$ cat src/design/rtexec_pkg.sv
// Opcode encodings and register widths for the register transfer executor
package rtexec_pkg;
  localparam logic [9:0] OP_WRITE_IRQ_ONE    = 10'h03e;
  localparam logic [9:0] OP_WRITE_IRQ_TWO    = 10'h03f;
  localparam logic [9:0] OP_WRITE_TMR_ONE    = 10'h20e;
  localparam logic [9:0] OP_WRITE_TMR_TWO    = 10'h20f;
  localparam logic [9:0] OP_WRITE_TMR_THREE  = 10'h290;
  localparam logic [9:0] OP_WRITE_TMR_FOUR   = 10'h291;
  localparam logic [9:0] OP_ACC_TO_COL       = 10'h00c;
  localparam logic [9:0] OP_COL_TO_ACC       = 10'h01f;
  localparam logic [9:0] OP_SEC_TO_ACC       = 10'h01e;
  localparam logic [9:0] OP_ACC_TO_SEC       = 10'h00e;
  localparam logic [9:0] OP_PACK             = 10'h01a;
  localparam logic [9:0] OP_UNPACK           = 10'h02a;
  localparam logic [9:0] OP_ACC_TO_PAGE      = 10'h029;
  localparam logic [9:0] OP_PAGE_TO_ACC      = 10'h051;
  localparam logic [9:0] OP_BANK_TO_ACC      = 10'h053;
  localparam logic [9:0] OP_FILE_TO_ACC      = 10'h052;
  localparam logic [9:0] OP_SP_TO_ACC        = 10'h050;
  localparam logic [9:0] OP_COL_INC          = 10'h013;
  localparam logic [9:0] OP_COL_DEC          = 10'h017;
  localparam logic [9:0] OP_WDOG_RESTART     = 10'h2a0;
  localparam logic [5:0] OP_XCHG_BASE        = 6'h2d;
  localparam logic [5:0] OP_XCHG_DEC_BASE    = 6'h2f;
  localparam logic [5:0] OP_XCHG_INC_BASE    = 6'h2e;
  localparam logic [1:0] OP_LOAD_FC_TOP      = 2'h3;
  localparam logic [7:0] OP_LOAD_BANK_BASE   = 8'h12;
  localparam logic [3:0] NIB_RESET           = 4'h0;
  localparam logic [3:0] NIB_ALL_ONES        = 4'hf;
  localparam logic [3:0] NIB_ONE             = 4'h1;
  localparam logic [7:0] BYTE_RESET          = 8'h00;
  localparam logic [2:0] TRI_RESET           = 3'h0;
  localparam logic [1:0] BANK_RESET          = 2'h0;
  typedef enum logic [1:0] {
    RTEXEC_XCHG_PLAIN = 2'b00,
    RTEXEC_XCHG_INC   = 2'b01,
    RTEXEC_XCHG_DEC   = 2'b10
  } rtexec_xchg_t;
endpackage : rtexec_pkg

$ cat src/design/rtexec_colstep.sv
// Column pointer stepper with wrap detection
`timescale 1ns/1ps
module rtexec_colstep
  import rtexec_pkg::*;
(
  input  wire logic [3:0] col,
  input  wire logic       inc,
  input  wire logic       dec,
  output logic      [3:0] col_next,
  output logic            wrapped
);
  always_comb begin
    col_next = col;
    wrapped  = 1'b0;
    if (inc) begin
      col_next = col + NIB_ONE;
      wrapped  = (col_next == NIB_RESET);
    end else if (dec) begin
      col_next = col - NIB_ONE;
      wrapped  = (col_next == NIB_ALL_ONES);
    end
  end
endmodule : rtexec_colstep

$ cat src/design/rtexec_core.sv
// Register transfer, exchange and watchdog-test instruction executor
`timescale 1ns/1ps
module rtexec_core
  import rtexec_pkg::*;
(
  input  wire logic       clk,
  input  wire logic       rst_n,
  input  wire logic       instr_valid,
  input  wire logic [9:0] instr,
  input  wire logic [3:0] mem_rdata,
  input  wire logic [2:0] sp_value,
  input  wire logic       watchdog_flag_one,
  output logic            watchdog_flag_clear,
  output logic            mem_we,
  output logic      [3:0] mem_wdata,
  output logic            skip_next,
  output logic      [3:0] acc_q,
  output logic      [3:0] sec_acc_q,
  output logic      [3:0] column_ptr_q,
  output logic      [3:0] file_ptr_q,
  output logic      [1:0] bank_sel_q,
  output logic      [2:0] page_q,
  output logic      [7:0] combined_q,
  output logic      [3:0] irq_ctrl_reg_one_q,
  output logic      [3:0] irq_ctrl_reg_two_q,
  output logic      [3:0] timer_ctrl_reg_one_q,
  output logic      [3:0] timer_ctrl_reg_two_q,
  output logic      [3:0] timer_ctrl_reg_three_q,
  output logic      [3:0] timer_ctrl_reg_four_q
);
  logic [3:0] imm;
  logic       is_xchg;
  logic       is_xinc;
  logic       is_xdec;
  logic       is_load_fc;
  logic       is_load_bank;
  logic       col_inc;
  logic       col_dec;
  logic [3:0] col_next;
  logic       col_wrap;
  logic       prev_load_fc_q;
  logic       suppress;
  logic       exec;

  assign imm          = instr[3:0];
  assign is_xchg      = (instr[9:4] == OP_XCHG_BASE);
  assign is_xinc      = (instr[9:4] == OP_XCHG_INC_BASE);
  assign is_xdec      = (instr[9:4] == OP_XCHG_DEC_BASE);
  assign is_load_fc   = (instr[9:8] == OP_LOAD_FC_TOP);
  assign is_load_bank = (instr[9:2] == OP_LOAD_BANK_BASE);
  // A repeated load in a run is dropped, not executed
  assign suppress     = is_load_fc && prev_load_fc_q;
  assign exec         = instr_valid && !suppress;
  assign col_inc      = exec && (is_xinc || instr == OP_COL_INC);
  assign col_dec      = exec && (is_xdec || instr == OP_COL_DEC);

  rtexec_colstep u_colstep (
    .col      (column_ptr_q),
    .inc      (col_inc),
    .dec      (col_dec),
    .col_next (col_next),
    .wrapped  (col_wrap)
  );

  // Skip is combinational so the sequencer sees it in the executing cycle
  always_comb begin
    skip_next = 1'b0;
    if (instr_valid && suppress) begin
      skip_next = 1'b0;
    end else if (exec && instr == OP_WDOG_RESTART) begin
      skip_next = watchdog_flag_one;
    end else if (col_inc || col_dec) begin
      skip_next = col_wrap;
    end
  end

  assign watchdog_flag_clear = exec && (instr == OP_WDOG_RESTART);
  assign mem_we    = exec && (is_xchg || is_xinc || is_xdec);
  assign mem_wdata = acc_q;

  always_ff @(posedge clk) begin
    if (!rst_n) begin
      prev_load_fc_q <= 1'b0;
    end else if (instr_valid) begin
      prev_load_fc_q <= is_load_fc;
    end
  end

  always_ff @(posedge clk) begin
    if (!rst_n) begin
      acc_q <= NIB_RESET;
    end else if (exec) begin
      if (is_xchg || is_xinc || is_xdec) begin
        acc_q <= mem_rdata;
      end else if (instr == OP_COL_TO_ACC) begin
        acc_q <= column_ptr_q;
      end else if (instr == OP_SEC_TO_ACC) begin
        acc_q <= sec_acc_q;
      end else if (instr == OP_FILE_TO_ACC) begin
        acc_q <= file_ptr_q;
      end else if (instr == OP_PAGE_TO_ACC) begin
        acc_q <= {1'b0, page_q};
      end else if (instr == OP_SP_TO_ACC) begin
        acc_q <= {1'b0, sp_value};
      end else if (instr == OP_BANK_TO_ACC) begin
        acc_q <= {2'b00, bank_sel_q};
      end else if (instr == OP_UNPACK) begin
        acc_q <= combined_q[3:0];
      end
    end
  end

  always_ff @(posedge clk) begin
    if (!rst_n) begin
      sec_acc_q  <= NIB_RESET;
      combined_q <= BYTE_RESET;
      page_q     <= TRI_RESET;
      bank_sel_q <= BANK_RESET;
    end else if (exec) begin
      if (instr == OP_ACC_TO_SEC) begin
        sec_acc_q <= acc_q;
      end else if (instr == OP_UNPACK) begin
        sec_acc_q <= combined_q[7:4];
      end
      if (instr == OP_PACK) begin
        combined_q <= {sec_acc_q, acc_q};
      end
      if (instr == OP_ACC_TO_PAGE) begin
        page_q <= acc_q[2:0];
      end
      if (is_load_bank) begin
        bank_sel_q <= instr[1:0];
      end
    end
  end

  always_ff @(posedge clk) begin
    if (!rst_n) begin
      column_ptr_q <= NIB_RESET;
      file_ptr_q   <= NIB_RESET;
    end else if (exec) begin
      if (is_load_fc) begin
        file_ptr_q   <= instr[7:4];
        column_ptr_q <= instr[3:0];
      end else begin
        if (instr == OP_ACC_TO_COL) begin
          column_ptr_q <= acc_q;
        end else if (col_inc || col_dec) begin
          column_ptr_q <= col_next;
        end
        if (is_xchg || is_xinc || is_xdec) begin
          file_ptr_q <= file_ptr_q ^ imm;
        end
      end
    end
  end

  always_ff @(posedge clk) begin
    if (!rst_n) begin
      irq_ctrl_reg_one_q <= NIB_RESET;
      irq_ctrl_reg_two_q <= NIB_RESET;
    end else if (exec) begin
      if (instr == OP_WRITE_IRQ_ONE) begin
        irq_ctrl_reg_one_q <= acc_q;
      end
      if (instr == OP_WRITE_IRQ_TWO) begin
        irq_ctrl_reg_two_q <= acc_q;
      end
    end
  end

  // Timer writes decoded separately; the second accumulator move shares no code with them
  always_ff @(posedge clk) begin
    if (!rst_n) begin
      timer_ctrl_reg_one_q   <= NIB_RESET;
      timer_ctrl_reg_two_q   <= NIB_RESET;
      timer_ctrl_reg_three_q <= NIB_RESET;
      timer_ctrl_reg_four_q  <= NIB_RESET;
    end else if (exec) begin
      if (instr == OP_WRITE_TMR_ONE) begin
        timer_ctrl_reg_one_q <= acc_q;
      end
      if (instr == OP_WRITE_TMR_TWO) begin
        timer_ctrl_reg_two_q <= acc_q;
      end
      if (instr == OP_WRITE_TMR_THREE) begin
        timer_ctrl_reg_three_q <= acc_q;
      end
      if (instr == OP_WRITE_TMR_FOUR) begin
        timer_ctrl_reg_four_q <= acc_q;
      end
    end
  end
endmodule : rtexec_core

$ cat config.mk
export PLATFORM = sky130hd
export DESIGN_NAME = rtexec_core
export DESIGN_NICKNAME = d
export VERILOG_FILES = /design/src/design/rtexec_pkg.sv /design/src/design/rtexec_colstep.sv /design/src/design/rtexec_core.sv
export SDC_FILE = /design/constraint.sdc
export NUM_CORES = 1
export LEC_CHECK = 0
export BUFFER_PORTS_ARGS = -buffer_cell sky130_fd_sc_hd__buf_2
export CORE_MARGIN = 2
export CORE_UTILIZATION = 40
export CTS_BUF_LIST = sky130_fd_sc_hd__clkbuf_16
export DETAILED_ROUTE_END_ITERATION = 8
export PLACE_DENSITY = 0.68
export SYNTH_ARGS = -nofsm -noshare
export SYNTH_HDL_FRONTEND = slang
export SYNTH_SLANG_ARGS = --single-unit
$ cat constraint.sdc
create_clock -name clk -period 3.43 [get_ports clk]
set_input_delay 0.686 -clock clk [delete_from_list [all_inputs] [get_ports clk]]
set_output_delay 0.686 -clock clk [all_outputs]
set_load 0.03 [all_outputs]
Yosys cells after proc, flatten, opt, wreduce, memory -nomap -nowiden
Cells that the tools add are included.
{ "word_totals": {"n_memories": 0, "out_inout_bits": 60, "latchBits": 0, "mem_bits_ro": 0, "ff_bits": 54, "ramBits": 0} }
{ "classes": {"n_mux": 22, "bitwise": 1, "order_cmp": 0, "n_mul": 0, "shift": 0, "n_eq_ne": 26, "n_div": 0, "reduce_logical": 32, "n_addsub": 2} }
{ "op_table": {"columns": ["op", "count"], "rows": [
  ["2-to-1 mux 4 bit", 17],
  ["equality test 10 bit (second input constant)", 5],
  ["equality test 10 x 5 -> 1 bit (second input constant)", 5],
  ["equality test 10 x 6 -> 1 bit (second input constant)", 4],
  ["equality test 10 x 7 -> 1 bit (second input constant)", 4],
  ["AND reduction 2 bit", 12],
  ["equality test 10 x 4 -> 1 bit (second input constant)", 2],
  ["equality test 6 bit (second input constant)", 3],
  ["equality test 8 x 5 -> 1 bit (second input constant)", 1],
  ["nonzero test 8 bit", 1],
  ["logical AND 1 bit", 7],
  ["logical OR 1 bit", 5],
  ["2-to-1 mux 1 bit", 5],
  ["adder 4 x 1 -> 4 bit (second input constant)", 1],
  ["equality test 4 bit (second input constant)", 1],
  ["logical NOT 4 bit", 1],
  ["nonzero test 2 bit", 2],
  ["nonzero test 4 bit", 1],
  ["subtractor 4 x 1 -> 4 bit (second input constant)", 1],
  ["bitwise XOR 4 bit", 1],
  ["AND reduction 3 bit", 1],
  ["nonzero test 3 bit", 1],
  ["equality test 2 bit (second input constant)", 1],
  ["logical NOT 1 bit", 1]
]} }

Logic depth before layout (Yosys ltp)
{ "depth": {"depth_word": 10, "mapped_depth": 8} }

Modules after synthesis
A second synthesis with hierarchy kept.
{ "hier_totals": {"cells_unflattened": 371, "hier_area_um2": 3115.5} }
{ "by_module_without_submodules": {"columns": ["module", "n_inst", "area_per_inst_um2", "cells_each", "seq_area_each_um2"], "rows": [
  ["rtexec_core", 1, 2894.0, 342, 1081.0],
  ["rtexec_colstep", 1, 221.5, 29, 0.0]
]} }

Worst setup path before layout
No wires, ideal clock.
{ "synth_path": {"kind": "input port to output port", "from": "input instr[9]", "to": "output skip_next", "path_slack_ns": 0.363, "required_ns": 2.744, "path_buffers": 0, "stages": 4, "arrival_ns": 2.381, "path_cell_list": "or4_4 or4_1 a221oi_1 a22o_1"} }
{ "synth_via": {"elab_chain_cells": 10} }
{ "synth_rtl": {"columns": ["item", "line_no", "text"], "rows": [
  ["start, declared", "rtexec_core.sv:9", "input wire logic [9:0] instr,"],
  ["equality test 2 bit", "rtexec_core.sv:49", "assign is_load_fc = (instr[9:8] == OP_LOAD_FC_TOP);"],
  ["logical AND 1 bit", "rtexec_core.sv:52", "assign suppress = is_load_fc && prev_load_fc_q;"],
  ["logical NOT 1 bit", "rtexec_core.sv:53", "assign exec = instr_valid && !suppress;"],
  ["logical AND 1 bit", "rtexec_core.sv:53", null],
  ["logical AND 1 bit", "rtexec_core.sv:55", "assign col_dec = exec && (is_xdec || instr == OP_COL_DEC);"],
  ["2-to-1 mux 1 bit", "rtexec_colstep.sv:18", "end else if (dec) begin"],
  ["2-to-1 mux 1 bit", "rtexec_colstep.sv:15", "if (inc) begin"],
  ["2-to-1 mux 1 bit", "rtexec_core.sv:72", "end else if (col_inc || col_dec) begin"],
  ["2-to-1 mux 1 bit", "rtexec_core.sv:70", "end else if (exec && instr == OP_WDOG_RESTART) begin"],
  ["2-to-1 mux 1 bit *", "rtexec_core.sv:68", "if (instr_valid && suppress) begin"],
  ["end, declared", "rtexec_core.sv:16", "output logic skip_next,"]
]} }
Every way passes the cells marked *; elsewhere a longest branch is shown, timed or not.

Worst setup path in the final report
Ends and elaborated chain as after synthesis.

==> impl_metrics.ini <==
[sta]
period_share_pct = 96.1
rsz0062_at_grt = false
finalCriticalPeriod_ns = 3.29
holdWs_ns = 0.494
final-hold-violation-count = 0
tns_ns = 0
max_freq_ghz = 0.303
drv_slew = 0
skew_ns = 0.00341
finalSetupViolations = 0
worstMarginPinSlew_ns = 0.652
max_slew_margin_pct = 56.1

[die]
rows = 31
dieWidth_um = 89.5
pin_count = 81
fp.dieH_um = 89.5
die-area_sq_um = 8010
core-area_sq_um = 7180
initial_core_util_pct = 40.8

[setup_path]
end_kind = output port
cp.required_ns = 2.74
path_buf_inv = 2
crit_type = in2out
path_cells = buf_2 > or4_4 > or4_1 > a221oi_1 > a22o_1 > buf_2
slowest_delay_ns = 0.58
startpoint_type = input pin
r2r.worst_path.cells = 6
critPathTopFamily = simple AND/OR/NAND/NOR gates
cpMaxStageDelayCell = or4_1
crit_top_cell = buf_2
arrival_ns = 2.61
cp.depth = 6
crit_fanout = 5

[layout]
drive_above_1_share_pct = 26.9
area_growth_pct = 22.7
final_cells = 511
final_cell_mix = 80 x buf_2, 58 x nor2_1, 54 x dfxtp_1, 49 x mux2i_1
final_common_cell = buf_2
antenna_cells = 0
nets = 436
fill_cells = 709

[detailed_routing]
wl_per_cell_um = 16.3
final_antenna_net_count = 0
dr_total_vias = 2819
drtIter0Drc = 213
drt-total-wl_mm = 8.35
first_pass_iters = 4
drc_errors = 0
viasPerCell = 5.52

[global_routing]
grt_usage_pct = 21.4
grt_pass1_wl_mm = 13.3
grt_max_degree = 42
grt_overflow = 0
grt_pass1_vias = 2670
antenna_found_initial = 0

[clock_tree]
cts_resized = 0
clock_latency_ns = 0.29
root_buffer = clkbuf_16
cts_setup_buffers = 0
cts.clk_slew.worst_paths_ns = 0.07
cts-htree-levels = 2
clock_path_buffers = 2
cts_sinks = 54
cts_buffers = 5
cts_tree = built
hold_buffers = 0

[yosys]
postSynthCellCount = 335
synth_edf_count = 0
synth.cell_area_sq_um = 2930
syn_avg_cell_area_sq_um = 8.73
synthFlopType = dfxtp_1
synth_nets = 360
async_reset_ff_share_pct = 0
ys_warn_count = 0
synth_seq_area_share_pct = 37.0
ys_types = 47
ys_seq_elements = 54

[run]
maxCapViolations = 0

[power]
p_leak_nw = 1.55
p_int_mw = 0.957
switching_share_pct = 26.1
p_sw_mw = 0.338
pwr-share-seq_pct = 49.9
power_frac_comb_pct = 11.6
vdd_drop_max_v = 0.000330
clockPowerShare_pct = 38.5
power.density_nw_per_um2 = 361

[hold_path]
hp-class = reg2reg
holdPathStages = 2

[place]
dp.cells = 503
place_congestion = 0.920
io_buffers = 80
dp.final_hpwl_mm = 6.16

[outcome]
status = complete, no violations
==> final cells by class <==
type	instances	area, sq um	area share, %
multi-input combinational	251	1710	47.8
sequential	54	1080	30.1
timing repair buffer	94	505	14.1
clock buffer	5	125	3.49
tap	99	124	3.45
clock inverter	3	21.3	0.593
inverter	5	18.8	0.523
==> cells in the mapped netlist (all sizes together), types with 2 or more instances <==
library cell  number  area [sq um]
mux4               2          45.0
nand2             17          63.8
o21a               2          15.0
xor2               4          35.0
nand3             19          95.1
buf                6          40.0
a221oi             4          35.0
nand3b             2          15.0
nor4               6          58.8
a21oi              9          45.0
nor3               3          15.0
and2               2          12.5
nor3b              2          15.0
o21ai             13          65.1
ha                 4          50.1
o31ai              3          22.5
mux2i             49           490
dfxtp             54          1080
nor2b              3          18.8
a211oi            20           155
and3               2          12.5
or4                3          26.3
inv                5          18.8
nor2              58           218
a31o               2          17.5
nor4bb             2          20.0
clkbuf            19          71.3
o22ai              4          25.0
and4b              3          30.0
==> cells by family after synthesis <==
group	after synthesis	synth area share, %
XOR/XNOR	4	1.20
AO/OA/AOI/OAI	64	15.1
AND/OR/NAND/NOR	128	22.3
multiplexers	51	18.3
adder cells (fa/ha/maj)	4	1.71
flip-flops	54	37.0
buffers and inverters	30	4.45
==> worst register-to-register path, stage by stage, from the launching register on <==
cell	delay [ns]
dfxtp_1	0.32
nand3_1	0.11
and2_1	0.26
nand3b_1	0.20
nor4_1	0.51
mux2i_1	0.24
nor2_1	0.05
==> metal layers <==
metal  part of all wire [%]  vias up  wire [um]  GRT usage, %
li1                       -     1374          -             -
met1                     44     1323       3650          28.5
met2                     47      108       3920          33.3
met3                    7.9       14        660          6.37
met4                    1.6        0        130          7.19
met5                      0        -          0             0
==> registers in the layout (all words and copies together) (netlist names), 2 cells and up <==
| signal | flops |
|---|---|
| combined_q | 8 |
| irq_ctrl_reg_one_q | 4 |
| timer_ctrl_reg_two_q | 4 |
| timer_ctrl_reg_four_q | 4 |
| sec_acc_q | 4 |
| file_ptr_q | 4 |
| acc_q | 4 |
| page_q | 3 |
| timer_ctrl_reg_one_q | 4 |
| bank_sel_q | 2 |
| timer_ctrl_reg_three_q | 4 |
| irq_ctrl_reg_two_q | 4 |
| column_ptr_q | 4 |
==> power by group through the flow <==
stage                     Clock [mW]  Sequential, mW  Combinational, mW
after floorplan                    0           0.667             0.0888
after global placement             0           0.660              0.146
after detailed placement           0           0.660              0.149
after CTS                      0.507           0.646              0.149
after global routing           0.533           0.647              0.163
final                          0.498           0.646              0.150
==> path summary, 6_finish.rpt <==
path	start	to	slack (ns)
max reg2reg	prev_load_fc_q	bank_sel_q[1]	1.62
max	instr[9]	skip_next	0.14
min	timer_ctrl_reg_two_q[2]	timer_ctrl_reg_two_q[2]	0.49
min reg2reg	timer_ctrl_reg_two_q[2]	timer_ctrl_reg_two_q[2]	0.49
==> through the flow <==
stage,area [sq um],power (mW),util (%),worst slack [ns]
2_1_floorplan,2930,0.756,-,0.363
3_3_place_gp,3440,0.806,48.0,0.194
3_5_place_dp,3440,0.809,48.0,0.147
4_1_cts,3590,1.30,50.0,0.148
5_1_grt,3590,1.34,50.0,0.0239
6_report,3590,1.29,50.0,0.135
Note: power is estimated with default switching activity, not from simulation.
